===== config.mk =====
export PLATFORM = sky130hd
export DESIGN_NAME = uct_top
export DESIGN_NICKNAME = d
export VERILOG_FILES = /design/src/design/uct_pkg.sv /design/src/design/uct_top.sv
export VERILOG_INCLUDE_DIRS = /design/src /design/src/design
export SDC_FILE = /design/constraint.sdc
export NUM_CORES = 1
export LEC_CHECK = 0
export ABC_AREA = 1
export ABC_CLOCK_PERIOD_IN_PS = 3350
export BUFFER_PORTS_ARGS = -buffer_cell sky130_fd_sc_hd__buf_4
export CORE_MARGIN = 2
export CORE_UTILIZATION = 55
export CTS_CLUSTER_SIZE = 25
export DETAILED_ROUTE_END_ITERATION = 10
export PLACE_DENSITY_LB_ADDON = 0.2
export RECOVER_POWER = 100
export SYNTH_ARGS = -nofsm -noshare
export SYNTH_HDL_FRONTEND = slang
export SYNTH_SLANG_ARGS = --single-unit
export TNS_END_PERCENT = 30

===== constraint.sdc =====
create_clock -name mclk -period 3.35 [get_ports mclk]
set_clock_uncertainty 0.15 [all_clocks]
set_input_delay 0.1675 -clock mclk [delete_from_list [all_inputs] [get_ports mclk]]
set_output_delay 0.1675 -clock mclk [all_outputs]
set_load 0.1 [all_outputs]

===== src/design/uct_regs.svh =====
// register offsets, field positions, reset values and timing counts
`ifndef UCT_REGS_SVH
`define UCT_REGS_SVH
`define UCT_ADDR_DATA 3'h0
`define UCT_ADDR_CSA 3'h1
`define UCT_ADDR_CSB 3'h2
`define UCT_ADDR_CSC_BDH 3'h3
`define UCT_ADDR_BDL 3'h4
`define UCT_CSA_TXC 6
`define UCT_CSA_BUF_EMPTY 5
`define UCT_CSA_FE 4
`define UCT_CSA_RXC 3
`define UCT_CSA_U2X 1
`define UCT_CSA_CKDIR 0
`define UCT_CSB_RXEN 4
`define UCT_CSB_TX_ENABLE_BIT 3
`define UCT_CSB_CS2 2
`define UCT_CSB_RXB8 1
`define UCT_CSB_TXB8 0
`define UCT_CSC_RSEL 7
`define UCT_CSC_SYNC 6
`define UCT_CSC_PM1 5
`define UCT_CSC_PM0 4
`define UCT_CSC_STOP 3
`define UCT_CSC_CS1 2
`define UCT_CSC_CS0 1
`define UCT_CSC_POL 0
`define UCT_CSC_RESET 8'h06
`define UCT_BYTE_ZERO 8'h00
`define UCT_BDH_ZERO 4'h0
`define UCT_NORMAL_LAST 4'hf
`define UCT_DOUBLE_LAST 4'h7
`define UCT_NORMAL_HALF 4'h7
`define UCT_DOUBLE_HALF 4'h3
`define UCT_CS_5 3'h0
`define UCT_CS_6 3'h1
`define UCT_CS_7 3'h2
`define UCT_CS_8 3'h3
`define UCT_CS_9 3'h7
`define UCT_FRAME_W 13
`endif


===== src/design/uct_pkg.sv =====
// types shared by the serial transceiver
package uct_pkg;
    typedef struct packed {
        logic [2:0] addr;
        logic [7:0] wdata;
        logic wr;
        logic rd;
    } uct_bus_req_type;
    typedef struct packed {
        logic [2:0] char_size;
        logic [1:0] parity;
        logic two_stop;
    } uct_fmt_type;
    typedef enum logic [1:0] {
        UCT_TX_IDLE = 2'b01,
        UCT_TX_SEND = 2'b10
    } uct_tx_state_type;
endpackage


===== src/design/uct_top.sv =====
// serial transceiver: clocking, frame format, transmit path, basic receive
//
// The address-and-strobe port and the placing of the registers were decided locally.
`timescale 1ns/100ps
`default_nettype none
`include "uct_regs.svh"
module uct_top #(
    parameter int BAUD_W = 12
) (
    input wire logic mclk,
    input wire logic rst_n,
    input wire uct_pkg::uct_bus_req_type bus_req,
    output logic [7:0] rd_data,
    output logic serial_out_o,
    output logic serial_out_oe,
    input wire logic serial_in_i,
    input wire logic xfer_clk_i,
    output logic xfer_clk_o,
    output logic xfer_clk_oe
);
    import uct_pkg::*;

    function automatic logic [3:0] data_bits(input logic [2:0] cs);
        // sizes 0-3 give five to eight bits, 7 gives nine, reserved codes act as eight
        case (cs)
            `UCT_CS_5: data_bits = 4'h5;
            `UCT_CS_6: data_bits = 4'h6;
            `UCT_CS_7: data_bits = 4'h7;
            `UCT_CS_8: data_bits = 4'h8;
            `UCT_CS_9: data_bits = 4'h9;
            default: data_bits = 4'h8;
        endcase
    endfunction

    function automatic logic [`UCT_FRAME_W-1:0] build_frame(input logic [8:0] d,
            input uct_fmt_type f);
        logic [3:0] n;
        logic p;
        n = data_bits(f.char_size);
        p = f.parity[0];
        build_frame = '1;
        build_frame[0] = 1'b0;
        for (int i = 0; i < 9; i++) begin
            if (4'(i) < n) begin
                build_frame[i+1] = d[i];
                p = p ^ d[i];
            end
        end
        if (f.parity[1]) begin
            build_frame[n+4'h1] = p;
        end
    endfunction

    logic [7:0] csc_r, bdl_r, rx_data_r;
    logic [3:0] bdh_r;
    logic u2x_r, ckdir_r, tx_enable_bit_r, rxen_r, cs2_r, txb8_r, rxb8_r;
    logic txc_r, rxc_r, fe_r;
    logic [7:0] rd_data_r;
    uct_fmt_type fmt;
    logic sync_mode, pol, u2x_eff, master, slave;
    logic wr_data, wr_csa, wr_csb, wr_shared, wr_bdl, rd_data_acc;

    assign fmt = '{char_size: {cs2_r, csc_r[`UCT_CSC_CS1], csc_r[`UCT_CSC_CS0]},
        parity: {csc_r[`UCT_CSC_PM1], csc_r[`UCT_CSC_PM0]},
        two_stop: csc_r[`UCT_CSC_STOP]};
    assign sync_mode = csc_r[`UCT_CSC_SYNC];
    assign pol = csc_r[`UCT_CSC_POL];
    // double speed only counts in asynchronous mode
    assign u2x_eff = u2x_r & ~sync_mode;
    // direction bit picks internal or external clock
    assign master = sync_mode & ckdir_r;
    assign slave = sync_mode & ~ckdir_r;

    assign wr_data = bus_req.wr && bus_req.addr == `UCT_ADDR_DATA;
    assign wr_csa = bus_req.wr && bus_req.addr == `UCT_ADDR_CSA;
    assign wr_csb = bus_req.wr && bus_req.addr == `UCT_ADDR_CSB;
    assign wr_shared = bus_req.wr && bus_req.addr == `UCT_ADDR_CSC_BDH;
    assign wr_bdl = bus_req.wr && bus_req.addr == `UCT_ADDR_BDL;
    assign rd_data_acc = bus_req.rd && bus_req.addr == `UCT_ADDR_DATA;

    // control registers
    always_ff @(posedge mclk) begin
        if (!rst_n) begin
            csc_r <= `UCT_CSC_RESET;
            bdh_r <= `UCT_BDH_ZERO;
            bdl_r <= `UCT_BYTE_ZERO;
            u2x_r <= 1'b0;
            ckdir_r <= 1'b0;
            tx_enable_bit_r <= 1'b0;
            rxen_r <= 1'b0;
            cs2_r <= 1'b0;
            txb8_r <= 1'b0;
        end else begin
            if (wr_csa) begin
                u2x_r <= bus_req.wdata[`UCT_CSA_U2X];
                ckdir_r <= bus_req.wdata[`UCT_CSA_CKDIR];
            end
            if (wr_csb) begin
                tx_enable_bit_r <= bus_req.wdata[`UCT_CSB_TX_ENABLE_BIT];
                rxen_r <= bus_req.wdata[`UCT_CSB_RXEN];
                cs2_r <= bus_req.wdata[`UCT_CSB_CS2];
                txb8_r <= bus_req.wdata[`UCT_CSB_TXB8];
            end
            // select bit steers the shared location
            if (wr_shared && bus_req.wdata[`UCT_CSC_RSEL]) begin
                csc_r <= bus_req.wdata;
            end else if (wr_shared) begin
                bdh_r <= bus_req.wdata[3:0];
            end
            if (wr_bdl) begin
                bdl_r <= bus_req.wdata;
            end
        end
    end

    // baud generator
    logic [BAUD_W-1:0] baud_cnt_r;
    logic baud_tick;
    assign baud_tick = baud_cnt_r == '0;
    // reload on zero or on low byte write
    always_ff @(posedge mclk) begin
        if (!rst_n) begin
            baud_cnt_r <= '0;
        end else if (wr_bdl) begin
            baud_cnt_r <= BAUD_W'({bdh_r, bus_req.wdata});
        end else if (baud_tick) begin
            baud_cnt_r <= BAUD_W'({bdh_r, bdl_r});
        end else begin
            baud_cnt_r <= baud_cnt_r - 1'b1;
        end
    end

    // transfer clock: master toggle and slave synchroniser
    logic xck_r, xs1_r, xs2_r, xs3_r, s_rise, s_fall, m_rise, m_fall;
    logic ev_change, ev_sample, tx_step;
    logic [3:0] tx_pre_r;
    // two flops then edge detector on the third stage
    always_ff @(posedge mclk) begin
        if (!rst_n) begin
            xs1_r <= 1'b0;
            xs2_r <= 1'b0;
            xs3_r <= 1'b0;
            xck_r <= 1'b0;
        end else begin
            xs1_r <= xfer_clk_i;
            xs2_r <= xs1_r;
            xs3_r <= xs2_r;
            xck_r <= master ? xck_r ^ baud_tick : 1'b0;
        end
    end
    // edge seen two clocks after the pin moved
    assign s_rise = slave & xs2_r & ~xs3_r;
    assign s_fall = slave & ~xs2_r & xs3_r;
    assign m_rise = master & baud_tick & ~xck_r;
    assign m_fall = master & baud_tick & xck_r;
    // change and sample on opposite edges
    // polarity picks which edge changes data
    assign ev_change = pol ? (s_fall | m_fall) : (s_rise | m_rise);
    assign ev_sample = pol ? (s_rise | m_rise) : (s_fall | m_fall);
    // pin driven as clock output only as master
    // enabled transmitter in master mode drives the clock pin
    assign xfer_clk_o = xck_r ^ pol;
    assign xfer_clk_oe = master & (tx_enable_bit_r | rxen_r);

    // prescale 16, or 8 in double speed
    always_ff @(posedge mclk) begin
        if (!rst_n || sync_mode) begin
            tx_pre_r <= 4'h0;
        end else if (baud_tick) begin
            tx_pre_r <= tx_step ? 4'h0 : tx_pre_r + 4'h1;
        end
    end
    assign tx_step = sync_mode ? ev_change :
        baud_tick && tx_pre_r == (u2x_eff ? `UCT_DOUBLE_LAST : `UCT_NORMAL_LAST);

    // transmitter
    uct_tx_state_type tx_state_r;
    logic [`UCT_FRAME_W-1:0] tx_sh_r;
    logic [3:0] tx_left_r;
    logic [8:0] tbuf_r;
    logic tbuf_full_r, tx_load, tx_done, tx_active_r;
    assign tx_done = tx_step && tx_state_r == UCT_TX_SEND && tx_left_r == 4'h1;
    // load when idle or right after the last stop bit
    assign tx_load = tx_step && tbuf_full_r && tx_enable_bit_r &&
        (tx_state_r == UCT_TX_IDLE || tx_left_r == 4'h1);

    always_ff @(posedge mclk) begin
        if (!rst_n) begin
            tbuf_r <= 9'h000;
            tbuf_full_r <= 1'b0;
        end else begin
            if (wr_data) begin
                tbuf_r <= {txb8_r, bus_req.wdata};
            end
            tbuf_full_r <= wr_data | (tbuf_full_r & ~tx_load);
        end
    end

    always_ff @(posedge mclk) begin
        if (!rst_n) begin
            tx_state_r <= UCT_TX_IDLE;
            tx_sh_r <= '1;
            tx_left_r <= 4'h0;
        end else begin
            case (tx_state_r)
                UCT_TX_IDLE: begin
                    if (tx_load) begin
                        // start, data lsb first, parity, stops
                        // parity built from the masked data
                        // bits above the char size never enter the frame
                        // ninth bit comes from the control bit
                        tx_sh_r <= build_frame(tbuf_r, fmt);
                        tx_left_r <= 4'h2 + data_bits(fmt.char_size) +
                            {3'h0, fmt.parity[1]} + {3'h0, fmt.two_stop};
                        tx_state_r <= UCT_TX_SEND;
                    end
                end
                UCT_TX_SEND: begin
                    // one bit per step until the frame is out
                    if (tx_load) begin
                        tx_sh_r <= build_frame(tbuf_r, fmt);
                        tx_left_r <= 4'h2 + data_bits(fmt.char_size) +
                            {3'h0, fmt.parity[1]} + {3'h0, fmt.two_stop};
                    end else if (tx_done) begin
                        tx_sh_r <= '1;
                        tx_left_r <= 4'h0;
                        tx_state_r <= UCT_TX_IDLE;
                    end else if (tx_step) begin
                        tx_sh_r <= {1'b1, tx_sh_r[`UCT_FRAME_W-1:1]};
                        tx_left_r <= tx_left_r - 4'h1;
                    end
                end
                default: begin
                    tx_state_r <= UCT_TX_IDLE;
                end
            endcase
        end
    end

    // pin ownership holds until pending data is gone
    always_ff @(posedge mclk) begin
        if (!rst_n) begin
            tx_active_r <= 1'b0;
        end else begin
            tx_active_r <= tx_enable_bit_r | tbuf_full_r | (tx_state_r == UCT_TX_SEND);
        end
    end
    assign serial_out_o = tx_state_r == UCT_TX_SEND ? tx_sh_r[0] : 1'b1;
    // transmitter owns the pin while enabled
    assign serial_out_oe = tx_active_r;

    // receiver
    logic rs1_r, rxd;
    logic rx_busy_r, rx_samp;
    logic [3:0] rx_cnt_r, rx_idx_r, rx_n;
    logic [8:0] rx_sh_r;
    always_ff @(posedge mclk) begin
        if (!rst_n) begin
            rs1_r <= 1'b1;
            rxd <= 1'b1;
        end else begin
            rs1_r <= serial_in_i;
            rxd <= rs1_r;
        end
    end
    assign rx_n = data_bits(fmt.char_size);
    // sample count 16, or 8 in double speed
    assign rx_samp = sync_mode ? ev_sample : (baud_tick && rx_cnt_r == 4'h0);

    always_ff @(posedge mclk) begin
        if (!rst_n) begin
            rx_busy_r <= 1'b0;
            rx_cnt_r <= 4'h0;
            rx_idx_r <= 4'h0;
            rx_sh_r <= 9'h000;
        end else if (!rx_busy_r) begin
            rx_idx_r <= 4'h0;
            if (rxen_r && !rxd && (sync_mode ? ev_sample : baud_tick)) begin
                rx_busy_r <= 1'b1;
                // sync start is taken on its own sample edge, next sample is data
                rx_idx_r <= {3'h0, sync_mode};
                rx_cnt_r <= u2x_eff ? `UCT_DOUBLE_HALF : `UCT_NORMAL_HALF;
            end
        end else begin
            if (baud_tick) begin
                rx_cnt_r <= rx_cnt_r == 4'h0 ?
                    (u2x_eff ? `UCT_DOUBLE_LAST : `UCT_NORMAL_LAST) : rx_cnt_r - 4'h1;
            end
            if (rx_samp) begin
                rx_idx_r <= rx_idx_r + 4'h1;
                if (rx_idx_r == 4'h0 && rxd && !sync_mode) begin
                    rx_busy_r <= 1'b0;
                end else if (rx_idx_r >= 4'h1 && rx_idx_r <= rx_n) begin
                    rx_sh_r[rx_idx_r-4'h1] <= rxd;
                end else if (rx_idx_r == rx_n + 4'h1 + {3'h0, fmt.parity[1]}) begin
                    rx_busy_r <= 1'b0;
                end
            end
        end
    end

    // status flags: hardware set wins over clear
    logic rx_end;
    // receiver reads the same format as the transmitter
    // frame error from the first stop bit only
    assign rx_end = rx_busy_r && rx_samp &&
        rx_idx_r == rx_n + 4'h1 + {3'h0, fmt.parity[1]};
    always_ff @(posedge mclk) begin
        if (!rst_n) begin
            txc_r <= 1'b0;
            rxc_r <= 1'b0;
            fe_r <= 1'b0;
            rxb8_r <= 1'b0;
            rx_data_r <= `UCT_BYTE_ZERO;
        end else begin
            txc_r <= (tx_done & ~tx_load) |
                (txc_r & ~(wr_csa & bus_req.wdata[`UCT_CSA_TXC]));
            rxc_r <= rx_end | (rxc_r & ~rd_data_acc);
            if (rx_end) begin
                fe_r <= ~rxd;
                rx_data_r <= rx_sh_r[7:0] & ~(8'hff << rx_n);
                rxb8_r <= rx_sh_r[8];
            end
        end
    end

    // read port, data one cycle after the strobe
    always_ff @(posedge mclk) begin
        if (!rst_n) begin
            rd_data_r <= `UCT_BYTE_ZERO;
        end else if (bus_req.rd) begin
            case (bus_req.addr)
                `UCT_ADDR_DATA: rd_data_r <= rx_data_r;
                `UCT_ADDR_CSA: rd_data_r <= {1'b0, txc_r, ~tbuf_full_r, fe_r, rxc_r,
                    1'b0, u2x_r, ckdir_r};
                `UCT_ADDR_CSB: rd_data_r <= {3'h0, rxen_r, tx_enable_bit_r, cs2_r, rxb8_r, txb8_r};
                `UCT_ADDR_CSC_BDH: rd_data_r <= csc_r;
                `UCT_ADDR_BDL: rd_data_r <= bdl_r;
                default: rd_data_r <= `UCT_BYTE_ZERO;
            endcase
        end else begin
            rd_data_r <= `UCT_BYTE_ZERO;
        end
    end
    assign rd_data = rd_data_r;

    chk_slave_latency: assert property (@(posedge mclk) disable iff (!rst_n)
        s_rise |-> $past(xfer_clk_i, 2) && !$past(xfer_clk_i, 3))
        else $error("slave edge latency wrong");
    chk_idle_high: assert property (@(posedge mclk) disable iff (!rst_n)
        tx_state_r == UCT_TX_IDLE |-> serial_out_o)
        else $error("idle line not high");
    chk_start_low: assert property (@(posedge mclk) disable iff (!rst_n)
        tx_state_r == UCT_TX_IDLE && tx_load |=> !serial_out_o)
        else $error("start bit not low");
    chk_edge_opposite: assert property (@(posedge mclk) disable iff (!rst_n)
        !(ev_change && ev_sample))
        else $error("change and sample on one edge");
    chk_shared_write: assert property (@(posedge mclk) disable iff (!rst_n)
        wr_shared && !bus_req.wdata[`UCT_CSC_RSEL] |=> $stable(csc_r))
        else $error("control C written without select");
    chk_baud_reload: assert property (@(posedge mclk) disable iff (!rst_n)
        wr_bdl |=> baud_cnt_r == BAUD_W'({bdh_r, bdl_r}))
        else $error("divisor low write did not reload");
    chk_double_step: assert property (@(posedge mclk) disable iff (!rst_n)
        tx_step && !sync_mode && u2x_r |-> tx_pre_r == `UCT_DOUBLE_LAST)
        else $error("double speed divide wrong");
    chk_master_clk: assert property (@(posedge mclk) disable iff (!rst_n)
        xfer_clk_oe |-> sync_mode && ckdir_r)
        else $error("clock pin driven outside master");
    chk_buf_load: assert property (@(posedge mclk) disable iff (!rst_n)
        tx_load && !wr_data |=> !tbuf_full_r)
        else $error("buffer not emptied on load");
    chk_pin_owned: assert property (@(posedge mclk) disable iff (!rst_n)
        tx_enable_bit_r |=> serial_out_oe)
        else $error("enabled transmitter not on pin");
    chk_sync_change: assert property (@(posedge mclk) disable iff (!rst_n)
        sync_mode && $changed(serial_out_o) |-> $past(ev_change))
        else $error("sync data changed off the change edge");
    cov_back_to_back: cover property (@(posedge mclk) disable iff (!rst_n)
        tx_load && tx_state_r == UCT_TX_SEND);
    cov_sync_slave: cover property (@(posedge mclk) disable iff (!rst_n) s_fall);
    cov_frame_error: cover property (@(posedge mclk) disable iff (!rst_n) rx_end && !rxd);
endmodule
`default_nettype wire


==> impl_metrics.yaml, run 1 <==
clock_tree:
  cts_root_buf: "clkbuf_8"
  cts_buffers: 17
  cts_tree: "done"
  clk_path_buf_depth: 2
  cts.sinks: 116
  clkLatencyLatePin_ns: 0.54
  clk_pin_slew_ns: 0.05
  htreeDepth: 4
floorplanning:
  rows: 38
  io_pins: 29
  die_y_um: 110
  coreArea_um2: 10800
  die_x_um: 110
  fp.dieArea_um2: 12000
  start_util: 0.566
power_and_ir_drop:
  cellPowerDensity_nw_per_um2: 622
  leakagePower_nw: 3.03
  p_clk_frac: 0.378
  p_int_w: 0.00300
  sw_frac_of_total: 0.323
  power.switching_w: 0.00143
  peakVddDrop_mv: 0.540
  seqPwrFrac: 0.369
  p_comb_frac: 0.253
routing:
  ant_nets: 0
  vias: 5975
  routed_via_density: 5.59
  drt_iter0_drc: 445
  drt_wl_total_mm: 16.7
  wire_per_inst_um: 15.7
  drc_errors: 0
  dr.pass1.iters: 5
timing:
  finalMaxSlewViolations: 0
  hold_ws_ns: 0.211
  clock.fmax_ghz: 0.322
  timing.final.crit_share: 0.926
  min_period_ns: 3.10
  setup_tns_ns: 0
  worst_pin_slew_ns: 1.29
  finalHoldViolCount: 0
  rsz0062_at_grt: "false"
  setup_viol: 0
  slew_headroom: 0.141
critical_path:
  r2r_setup_slack_ns: 0.36
  crit_buf_inv: 6
  endpoint_kind: "flop"
  crit_top_cell: "dlygate4sd3_1"
  critical_path.max_stage_delay_ns: 0.58
  r2r-end: "rx_data_r[5]"
  path_delay_family: "buffers and inverters"
  crit_chain: "dlygate4sd3_1, clkbuf_1, inv_1, nor3_1, inv_1, nor3_2, nand2_1, dlygate4sd3_1, o211ai_1, dlygate4sd3_1"
  critical-path-slowest-cell: "dlygate4sd3_1"
  arrival_ns: 3.43
  start_kind: "primary input"
  crit_fanout: 10
  r2r_start: "csc_r[1]"
  criticalPathCategory: "in2reg"
  cp_data_required_time_ns: 3.68
  ff2ff_path_depth: 15
grt:
  grt_pass1_vias: 5739
  grt_max_degree: 52
  overflow: 0
  antenna_found_initial: 0
  grt_pass1_wl_mm: 27.1
  grt_util_all_layers: 0.295
yosys:
  syn_inst: 866
  synthFlopType: "dfxtp_1"
  synth_top_area_share: 0.378
  yosysTopAreaCell: "dfxtp_1"
  synth_area_per_cell_um2: 7.09
  synth_area_leaders: "dfxtp_1, nand2_1, a21oi_1"
  synth_edf_count: 0
  syn-num-nets: 908
  ys_seq_elements: 116
  ys_async_sr_fraction: 0
  ys_seq_area_frac: 0.378
  ys_types: 42
  ys_warn_count: 0
  synth_area_um2: 6140
layout:
  area_growth_pct: 16.1
  nNetsFinal: 958
  final_layout_size_suffix_gt1_frac: 0.0700
  fin_area_um2: 7120
  utilization: 0.657
  final_cell_mix: "nand2_1, dfxtp_1, inv_1"
  fillCellCount: 977
  final_common_cell: "nand2_1"
  n_antenna_cell: 0
placement:
  port-buffer-count: 28
  post_dp_cell_area_um2: 6420
  gp_congestion: 0.969
  dp_hpwl_mm: 11.8
hold_path:
  hold_path_class: "in2reg"
  hold_depth: 3
  hold_path.startpoint: "serial_in_i"
  holdPathEnd: "rs1_r"
flow_run:
  max_cap_violations: 0
status:
  status: "finished clean"
-- flip-flops by register name, summed over array words and instances (netlist names), 2 cells and up --
| register | count |
|---|---|
| tx_state_r | 2 |
| rd_data | 8 |
| rx_data_r | 8 |
| rx_sh_r | 9 |
| csc_r | 8 |
| tx_left_r | 4 |
| rx_cnt_r | 4 |
| tx_sh_r | 13 |
| rx_idx_r | 4 |
| baud_cnt_r | 12 |
| tbuf_r | 9 |
| bdl_r | 8 |
| tx_pre_r | 4 |
| bdh_r | 4 |
-- power groups by stage --
stage / clock network [W] / logic (W) / registers, W
after floorplan: 0 / 0.000883 / 0.00164
after global placement: 0 / 0.00107 / 0.00165
after detailed placement: 0 / 0.00110 / 0.00166
after CTS: 0.00169 / 0.00113 / 0.00163
after global routing: 0.00175 / 0.00125 / 0.00165
final: 0.00168 / 0.00112 / 0.00163
-- what timing repair did --
action	CTS	global route
hold buffers	25	0
resized for setup	0	1
setup buffers	0	0
endpoints found under the hold margin	65	0
endpoints found under the setup margin	0	2
-- synth_stat cells (8+ instances only) --
cell type / instances
nor3_1: 14
nor2_1: 90
a221oi_1: 8
inv_1: 103
dfxtp_1: 116
ha_1: 24
o21ai_0: 62
nand3b_1: 8
nand3_1: 55
nand4_1: 13
clkbuf_1: 16
nand2_1: 177
a21oi_1: 89
xor2_1: 21
-- worst reg2reg max path, cell delays in order (launching register included) --
cell and delay [ns]:
dfxtp_1 0.41, nand2_1 0.14, nor2_1 0.18, inv_1 0.08
nand2_1 0.09, inv_1 0.08, ha_1 0.18, inv_1 0.07
ha_1 0.23, xor2_1 0.15, a21oi_1 0.20, nand2_1 0.14
nor3_4 0.41, o21ai_0 0.15, o21ai_0 0.10, nor2_1 0.06
-- metal layers --
metal / part of all wire / GRT usage / routed length (um)
met2: 0.47 / 0.475 / 7780
met1: 0.42 / 0.373 / 7080
met5: 0 / 0 / 0
met3: 0.071 / 0.0622 / 1190
met4: 0.039 / 0.152 / 660
-- stage by stage --
step                      worst slack (ns)  total power [W]  instances
after floorplan                      0.948          0.00252        866
after global placement               0.469          0.00272       1012
after detailed placement             0.296          0.00275       1012
after CTS                            0.252          0.00444       1068
after global routing                 0.101          0.00464       1068
final                                0.248          0.00443       1068
-- cells by family after synthesis --
| group | Yosys count | share of synthesized area |
|---|---|---|
| xor+xnor | 27 | 0.0385 |
| flops | 116 | 0.378 |
| simple gates | 387 | 0.289 |
| buf+inv | 136 | 0.0887 |
| fa+ha+maj | 25 | 0.0522 |
| compound gates | 175 | 0.153 |
-- worst max-delay path by stage --
stage,from,to,depth (start not counted)
global route,csc_r[6],rxb8_r,11
floorplan,csc_r[1],rx_data_r[7],15
detailed placement,csc_r[1],rx_data_r[5],15
CTS,csc_r[1],rx_data_r[5],15
global placement,csc_r[1],rx_data_r[5],15
finish,bus_req[11],csc_r[2],10
-- final cells by class --
class	instances	area [um2]	area share
sequential	116	2320	0.326
inverter	111	418	0.0587
timing repair buffer	56	419	0.0588
clock buffer	27	502	0.0704
tap	140	175	0.0246
multi-input combinational	614	3240	0.455
clock inverter	4	45.0	0.00632
No activity file was read; power rests on OpenSTA's default activity.
==> inputs of run 2 (changes only) <==
--- a/config.mk
+++ b/config.mk
@@ -8,13 +8,14 @@
 export LEC_CHECK = 0
 export ABC_AREA = 1
 export ABC_CLOCK_PERIOD_IN_PS = 3350
-export BUFFER_PORTS_ARGS = -buffer_cell sky130_fd_sc_hd__buf_4
 export CORE_MARGIN = 2
 export CORE_UTILIZATION = 55
 export CTS_CLUSTER_SIZE = 25
 export DETAILED_ROUTE_END_ITERATION = 10
+export DONT_BUFFER_PORTS = 1
 export PLACE_DENSITY_LB_ADDON = 0.2
 export RECOVER_POWER = 100
+export SETUP_SLACK_MARGIN = 0.15
 export SYNTH_ARGS = -nofsm -noshare
 export SYNTH_HDL_FRONTEND = slang
 export SYNTH_SLANG_ARGS = --single-unit
==> impl_metrics.yaml, run 2 (synthesis results as in run 1) <==
clock_tree:
  cts.sinks: 116
  clkLatencyLatePin_ns: 0.54
  cts_tree: "done"
  cts_buffers: 17
  cts_root_buf: "clkbuf_8"
  clk_pin_slew_ns: 0.06
  htreeDepth: 4
  clk_path_buf_depth: 2
grt:
  antenna_found_initial: 2
  overflow: 0
  grt_pass1_vias: 5522
  grt_max_degree: 52
  grt_util_all_layers: 0.296
  grt_pass1_wl_mm: 26.9
placement:
  placed_cells: 987
  port-buffer-count: 0
  dp_hpwl_mm: 11.5
  gp_congestion: 0.879
  post_dp_cell_area_um2: 6240
routing:
  dr.pass1.iters: 5
  routed_via_density: 5.59
  vias: 5867
  drc_errors: 0
  wire_per_inst_um: 15.8
  ant_nets: 0
  drt_iter0_drc: 528
  drt_wl_total_mm: 16.6
critical_path:
  path_delay_family: "simple AND/OR/NAND/NOR gates"
  ff2ff_path_depth: 13
  crit_top_cell: "nand2_1"
  r2r_setup_slack_ns: 0.33
  crit_buf_inv: 2
  crit_chain: "inv_1, nor2_1, nand3_1, nand2_1, nand2_1, nand3_1, nand3_4, nand2_2, nor2_1, nand2_1, nand2_1, nand3_1, dlygate4sd3_1"
  critical_path.max_stage_delay_ns: 0.54
  endpoint_kind: "flop"
  r2r_start: "csc_r[6]"
  critical-path-slowest-cell: "dlygate4sd3_1"
  start_kind: "flop"
  criticalPathCategory: "reg2reg"
  cp.depth: 13
  crit_fanout: 22
  cp_data_required_time_ns: 3.68
  crit_start: "csc_r[6]"
  endpoint: "tx_sh_r[11]"
  arrival_ns: 3.35
  r2r-end: "tx_sh_r[11]"
timing:
  setup_viol: 0
  finalMaxSlewViolations: 0
  worst_pin_slew_ns: 1.49
  rsz0062_at_grt: "true"
  clock.fmax_ghz: 0.331
  timing.final.crit_share: 0.902
  slew_headroom: 0.00511
  finalHoldViolCount: 0
  setup_tns_ns: 0
  min_period_ns: 3.02
floorplanning:
  rows: 38
  io_pins: 29
  fp.dieArea_um2: 12000
  die_x_um: 110
  start_util: 0.566
  coreArea_um2: 10800
  die_y_um: 110
flow_run:
  max_cap_violations: 1
layout:
  top_regs: "tx_sh_r (13), baud_cnt_r (12)"
  largest_reg_flops: 13
  area_growth_pct: 15.8
  utilization: 0.655
  final_layout_size_suffix_gt1_frac: 0.0650
  fin_area_um2: 7100
  final_cells: 1049
  largest-register: "tx_sh_r"
  final_cell_mix: "nand2_1, dfxtp_1, inv_1"
  final_common_cell: "nand2_1"
  nNetsFinal: 936
power_and_ir_drop:
  cellPowerDensity_nw_per_um2: 648
  power_w: 0.00461
  leakagePower_nw: 3.02
  peakVddDrop_mv: 0.477
status:
  status: "finished with violations"
  violations: "max-capacitance violations"
hold_path:
  hold_path_class: "in2reg"
run 2: cell types whose count changed in the layout (fill, tap and decap cells not counted), sizes merged:
cell,previous run,this run
clkbuf,44,24
buf,14,4
clkinv,4,8
bufinv,1,4
diode,0,2
dlygate4sd3,25,27
clkinvlp,0,1
inv,110,109
run 2: tightest hold or removal path: stages:
cell and delay, ns:
dlygate4sd3_1 0.52, nand2_1 0.05, inv_1 0.04
run 2: final cells by class:
cell class | count | area, um2
Inverter | 111 | 418
Multi-Input combinational cell | 614 | 3260
Clock inverter | 11 | 158
Sequential cell | 116 | 2320
Tap cell | 140 | 175
Timing Repair Buffer | 34 | 324
Fill cell | 932 | 3740
Clock buffer | 21 | 439
Antenna cell | 2 | 5.00
run 2: report_power, final:
group	switching (W)	internal, W	leakage [nW]	total [W]
logic	0.000725	0.000386	1.78	0.00111
registers	0.000111	0.00153	0.944	0.00164
clock network	0.000633	0.00122	0.295	0.00185
total	0.00147	0.00314	3.02	0.00461
run 2: metrics by stage:
stage	setup slack, ns	hold slack [ns]
2_1_floorplan	0.948	0.115
3_3_place_gp	0.463	0.115
3_5_place_dp	0.300	0.116
4_1_cts	0.269	0.102
5_1_grt	0.0895	0.135
6_report	0.329	0.116
run 2: metal layers:
metal,up-vias,GRT usage,part of all wire
li1,2894,-,-
met1,2681,0.384,0.43
met2,248,0.458,0.46
met3,44,0.0735,0.075
met4,0,0.148,0.033
met5,-,0,0
run 2: repair_timing:
action,CTS,global route
hold buffers,28,0
gates resized for setup,0,2
setup buffers,0,0
setup endpoints to repair,0,12
hold endpoints to repair,97,0
run 2: worst min path at each step:
stage	cells past startpoint	to	slack (ns)	start
floorplan	2	xs1_r	0.12	xfer_clk_i
global placement	1	tx_state_r[0]	0.11	rst_n
detailed placement	1	tx_sh_r[11]	0.12	rst_n
CTS	3	xs1_r	0.10	xfer_clk_i
global route	3	xs1_r	0.13	xfer_clk_i
finish	3	xs1_r	0.12	xfer_clk_i
==> inputs of run 3 (changes only) <==
--- a/config.mk
+++ b/config.mk
@@ -9,10 +9,11 @@
 export ABC_AREA = 1
 export ABC_CLOCK_PERIOD_IN_PS = 3350
 export CORE_MARGIN = 2
-export CORE_UTILIZATION = 55
+export CORE_UTILIZATION = 26
 export CTS_CLUSTER_SIZE = 25
 export DETAILED_ROUTE_END_ITERATION = 10
 export DONT_BUFFER_PORTS = 1
+export GPL_TIMING_DRIVEN = 1
 export PLACE_DENSITY_LB_ADDON = 0.2
 export RECOVER_POWER = 100
 export SETUP_SLACK_MARGIN = 0.15
==> impl_metrics.yaml, run 3 (synthesis results as in run 1) <==
status:
  status: "finished with violations"
  violations: "negative hold slack, max-capacitance violations, max-slew violations"
floorplanning:
  die_y_um: 158
  coreArea_um2: 23300
  fp.dieArea_um2: 24800
  die_x_um: 158
  start_util: 0.263
  io_pins: 29
  rows: 56
power_and_ir_drop:
  peakVddDrop_mv: 0.358
  cellPowerDensity_nw_per_um2: 643
  power_w: 0.00466
  leakagePower_nw: 2.96
critical_path:
  arrival_ns: 3.15
  cp_data_required_time_ns: 3.51
  start_kind: "flop"
  critical_path.max_stage_delay_ns: 0.65
  crit_fanout: 9
  crit_chain: "inv_1, ha_1, nand3_1, nor2_2, nand2_2, clkinv_2, nand4_4, nand2_4, nand3_2, o21ai_0, nand2_1, nand2_1, nand3_1, dlygate4sd3_1"
  endpoint_kind: "flop"
  criticalPathCategory: "reg2reg"
  critical-path-slowest-cell: "dlygate4sd3_1"
routing:
  drt_wl_total_mm: 18.4
  dr.pass1.iters: 7
  vias: 5566
  drc_errors: 0
  routed_via_density: 4.55
  ant_nets: 0
  wire_per_inst_um: 15.0
  drt_iter0_drc: 337
timing:
  worst_pin_slew_ns: 2.25
  min_period_ns: 2.99
  slew_headroom: -0.502
  rsz0062_at_grt: "false"
  setup_tns_ns: 0
  finalMaxSlewViolations: 51
  finalHoldViolCount: 1
  timing.final.crit_share: 0.892
  setup_viol: 0
  hold_ws_ns: -0.0135
  clock.fmax_ghz: 0.335
placement:
  gp_congestion: 0.836
  post_dp_cell_area_um2: 6500
  dp_hpwl_mm: 13.2
  port-buffer-count: 0
  placed_cells: 1171
clock_tree:
  clk_pin_slew_ns: 0.06
  cts_root_buf: "clkbuf_16"
  clkLatencyLatePin_ns: 0.42
  clk_path_buf_depth: 2
  cts.sinks: 116
  htreeDepth: 4
  cts_tree: "done"
  cts_buffers: 17
hold_path:
  hold_path_class: "in2reg"
grt:
  grt_max_degree: 51
  grt_util_all_layers: 0.157
  overflow: 0
  grt_pass1_wl_mm: 29.9
  grt_pass1_vias: 5382
  antenna_found_initial: 2
layout:
  fin_area_um2: 7250
  largest-register: "tx_sh_r"
  area_growth_pct: 18.2
  final_common_cell: "nand2_1"
  top_regs: "tx_sh_r (13), baud_cnt_r (12)"
  final_layout_size_suffix_gt1_frac: 0.0643
  largest_reg_flops: 13
  final_cells: 1224
  final_cell_mix: "nand2_1, dfxtp_1, inv_1"
  nNetsFinal: 932
flow_run:
  max_cap_violations: 2
[run 3: cell types whose count changed in the layout (fill, tap and decap cells not counted), sizes merged]
| cell | before | now |
|---|---|---|
| clkinv | 8 | 5 |
| dlygate4sd3 | 27 | 18 |
| clkinvlp | 1 | 2 |
| diode | 2 | 3 |
| clkbuf | 24 | 30 |
[run 3: cell type report]
cell class              count  area [um2]
fillers                  2556       16100
multi-input cells         614        3260
flip-flops and latches    116        2320
clock buffers              22         454
inverters                 111         418
well taps                 319         399
repair buffers             30         240
clock inverters             9         154
diodes                      3        7.51
[run 3: worst paths after layout]
| path | endpoint | cells past startpoint | slack [ns] | startpoint |
|---|---|---|---|---|
| setup / recovery | tx_state_r[0] | 14 | 0.36 | baud_cnt_r[0] |
| hold / removal | rd_data[7] | 5 | -0.01 | bus_req[10] |
| setup reg to reg | tx_state_r[0] | 14 | 0.36 | baud_cnt_r[0] |
| hold reg to reg | rxd | 1 | 0.26 | rs1_r |
[run 3: what timing repair did]
| item | CTS | global route |
|---|---|---|
| hold endpoints to repair | 75 | 0 |
| resized for setup | 0 | 0 |
| hold buffers | 19 | 0 |
| setup buffers | 0 | 0 |
[run 3: power breakdown]
group | switching (W) | total, W | internal [W]
combinational | 0.000718 | 0.00110 | 0.000383
clock | 0.000664 | 0.00192 | 0.00126
sequential | 0.000108 | 0.00164 | 0.00153
[run 3: stage by stage]
step                 util  setup slack [ns]
floorplan               -             0.948
global placement    0.279             0.699
detailed placement  0.279             0.613
CTS                 0.313             0.444
global route        0.311             0.113
finish              0.311             0.362
[run 3: layer usage]
| layer | wire, um | track usage | vias to the layer above |
|---|---|---|---|
| li1 | - | - | 2880 |
| met1 | 8810 | 0.207 | 2567 |
| met2 | 8540 | 0.251 | 94 |
| met3 | 639 | 0.0315 | 25 |
| met4 | 421 | 0.0619 | 0 |
| met5 | 0 | 0 | - |
[run 3: worst max-delay path, delay by kind of cell, from the launching register on]
| family | cells | cell delay [ns] |
|---|---|---|
| AOI/OAI and AO/OA | 1 | 0.36 |
| and+or+nand+nor | 9 | 0.94 |
| DFF | 1 | 0.29 |
| buffers and inverters | 3 | 0.89 |
| adders and majority gates | 1 | 0.22 |
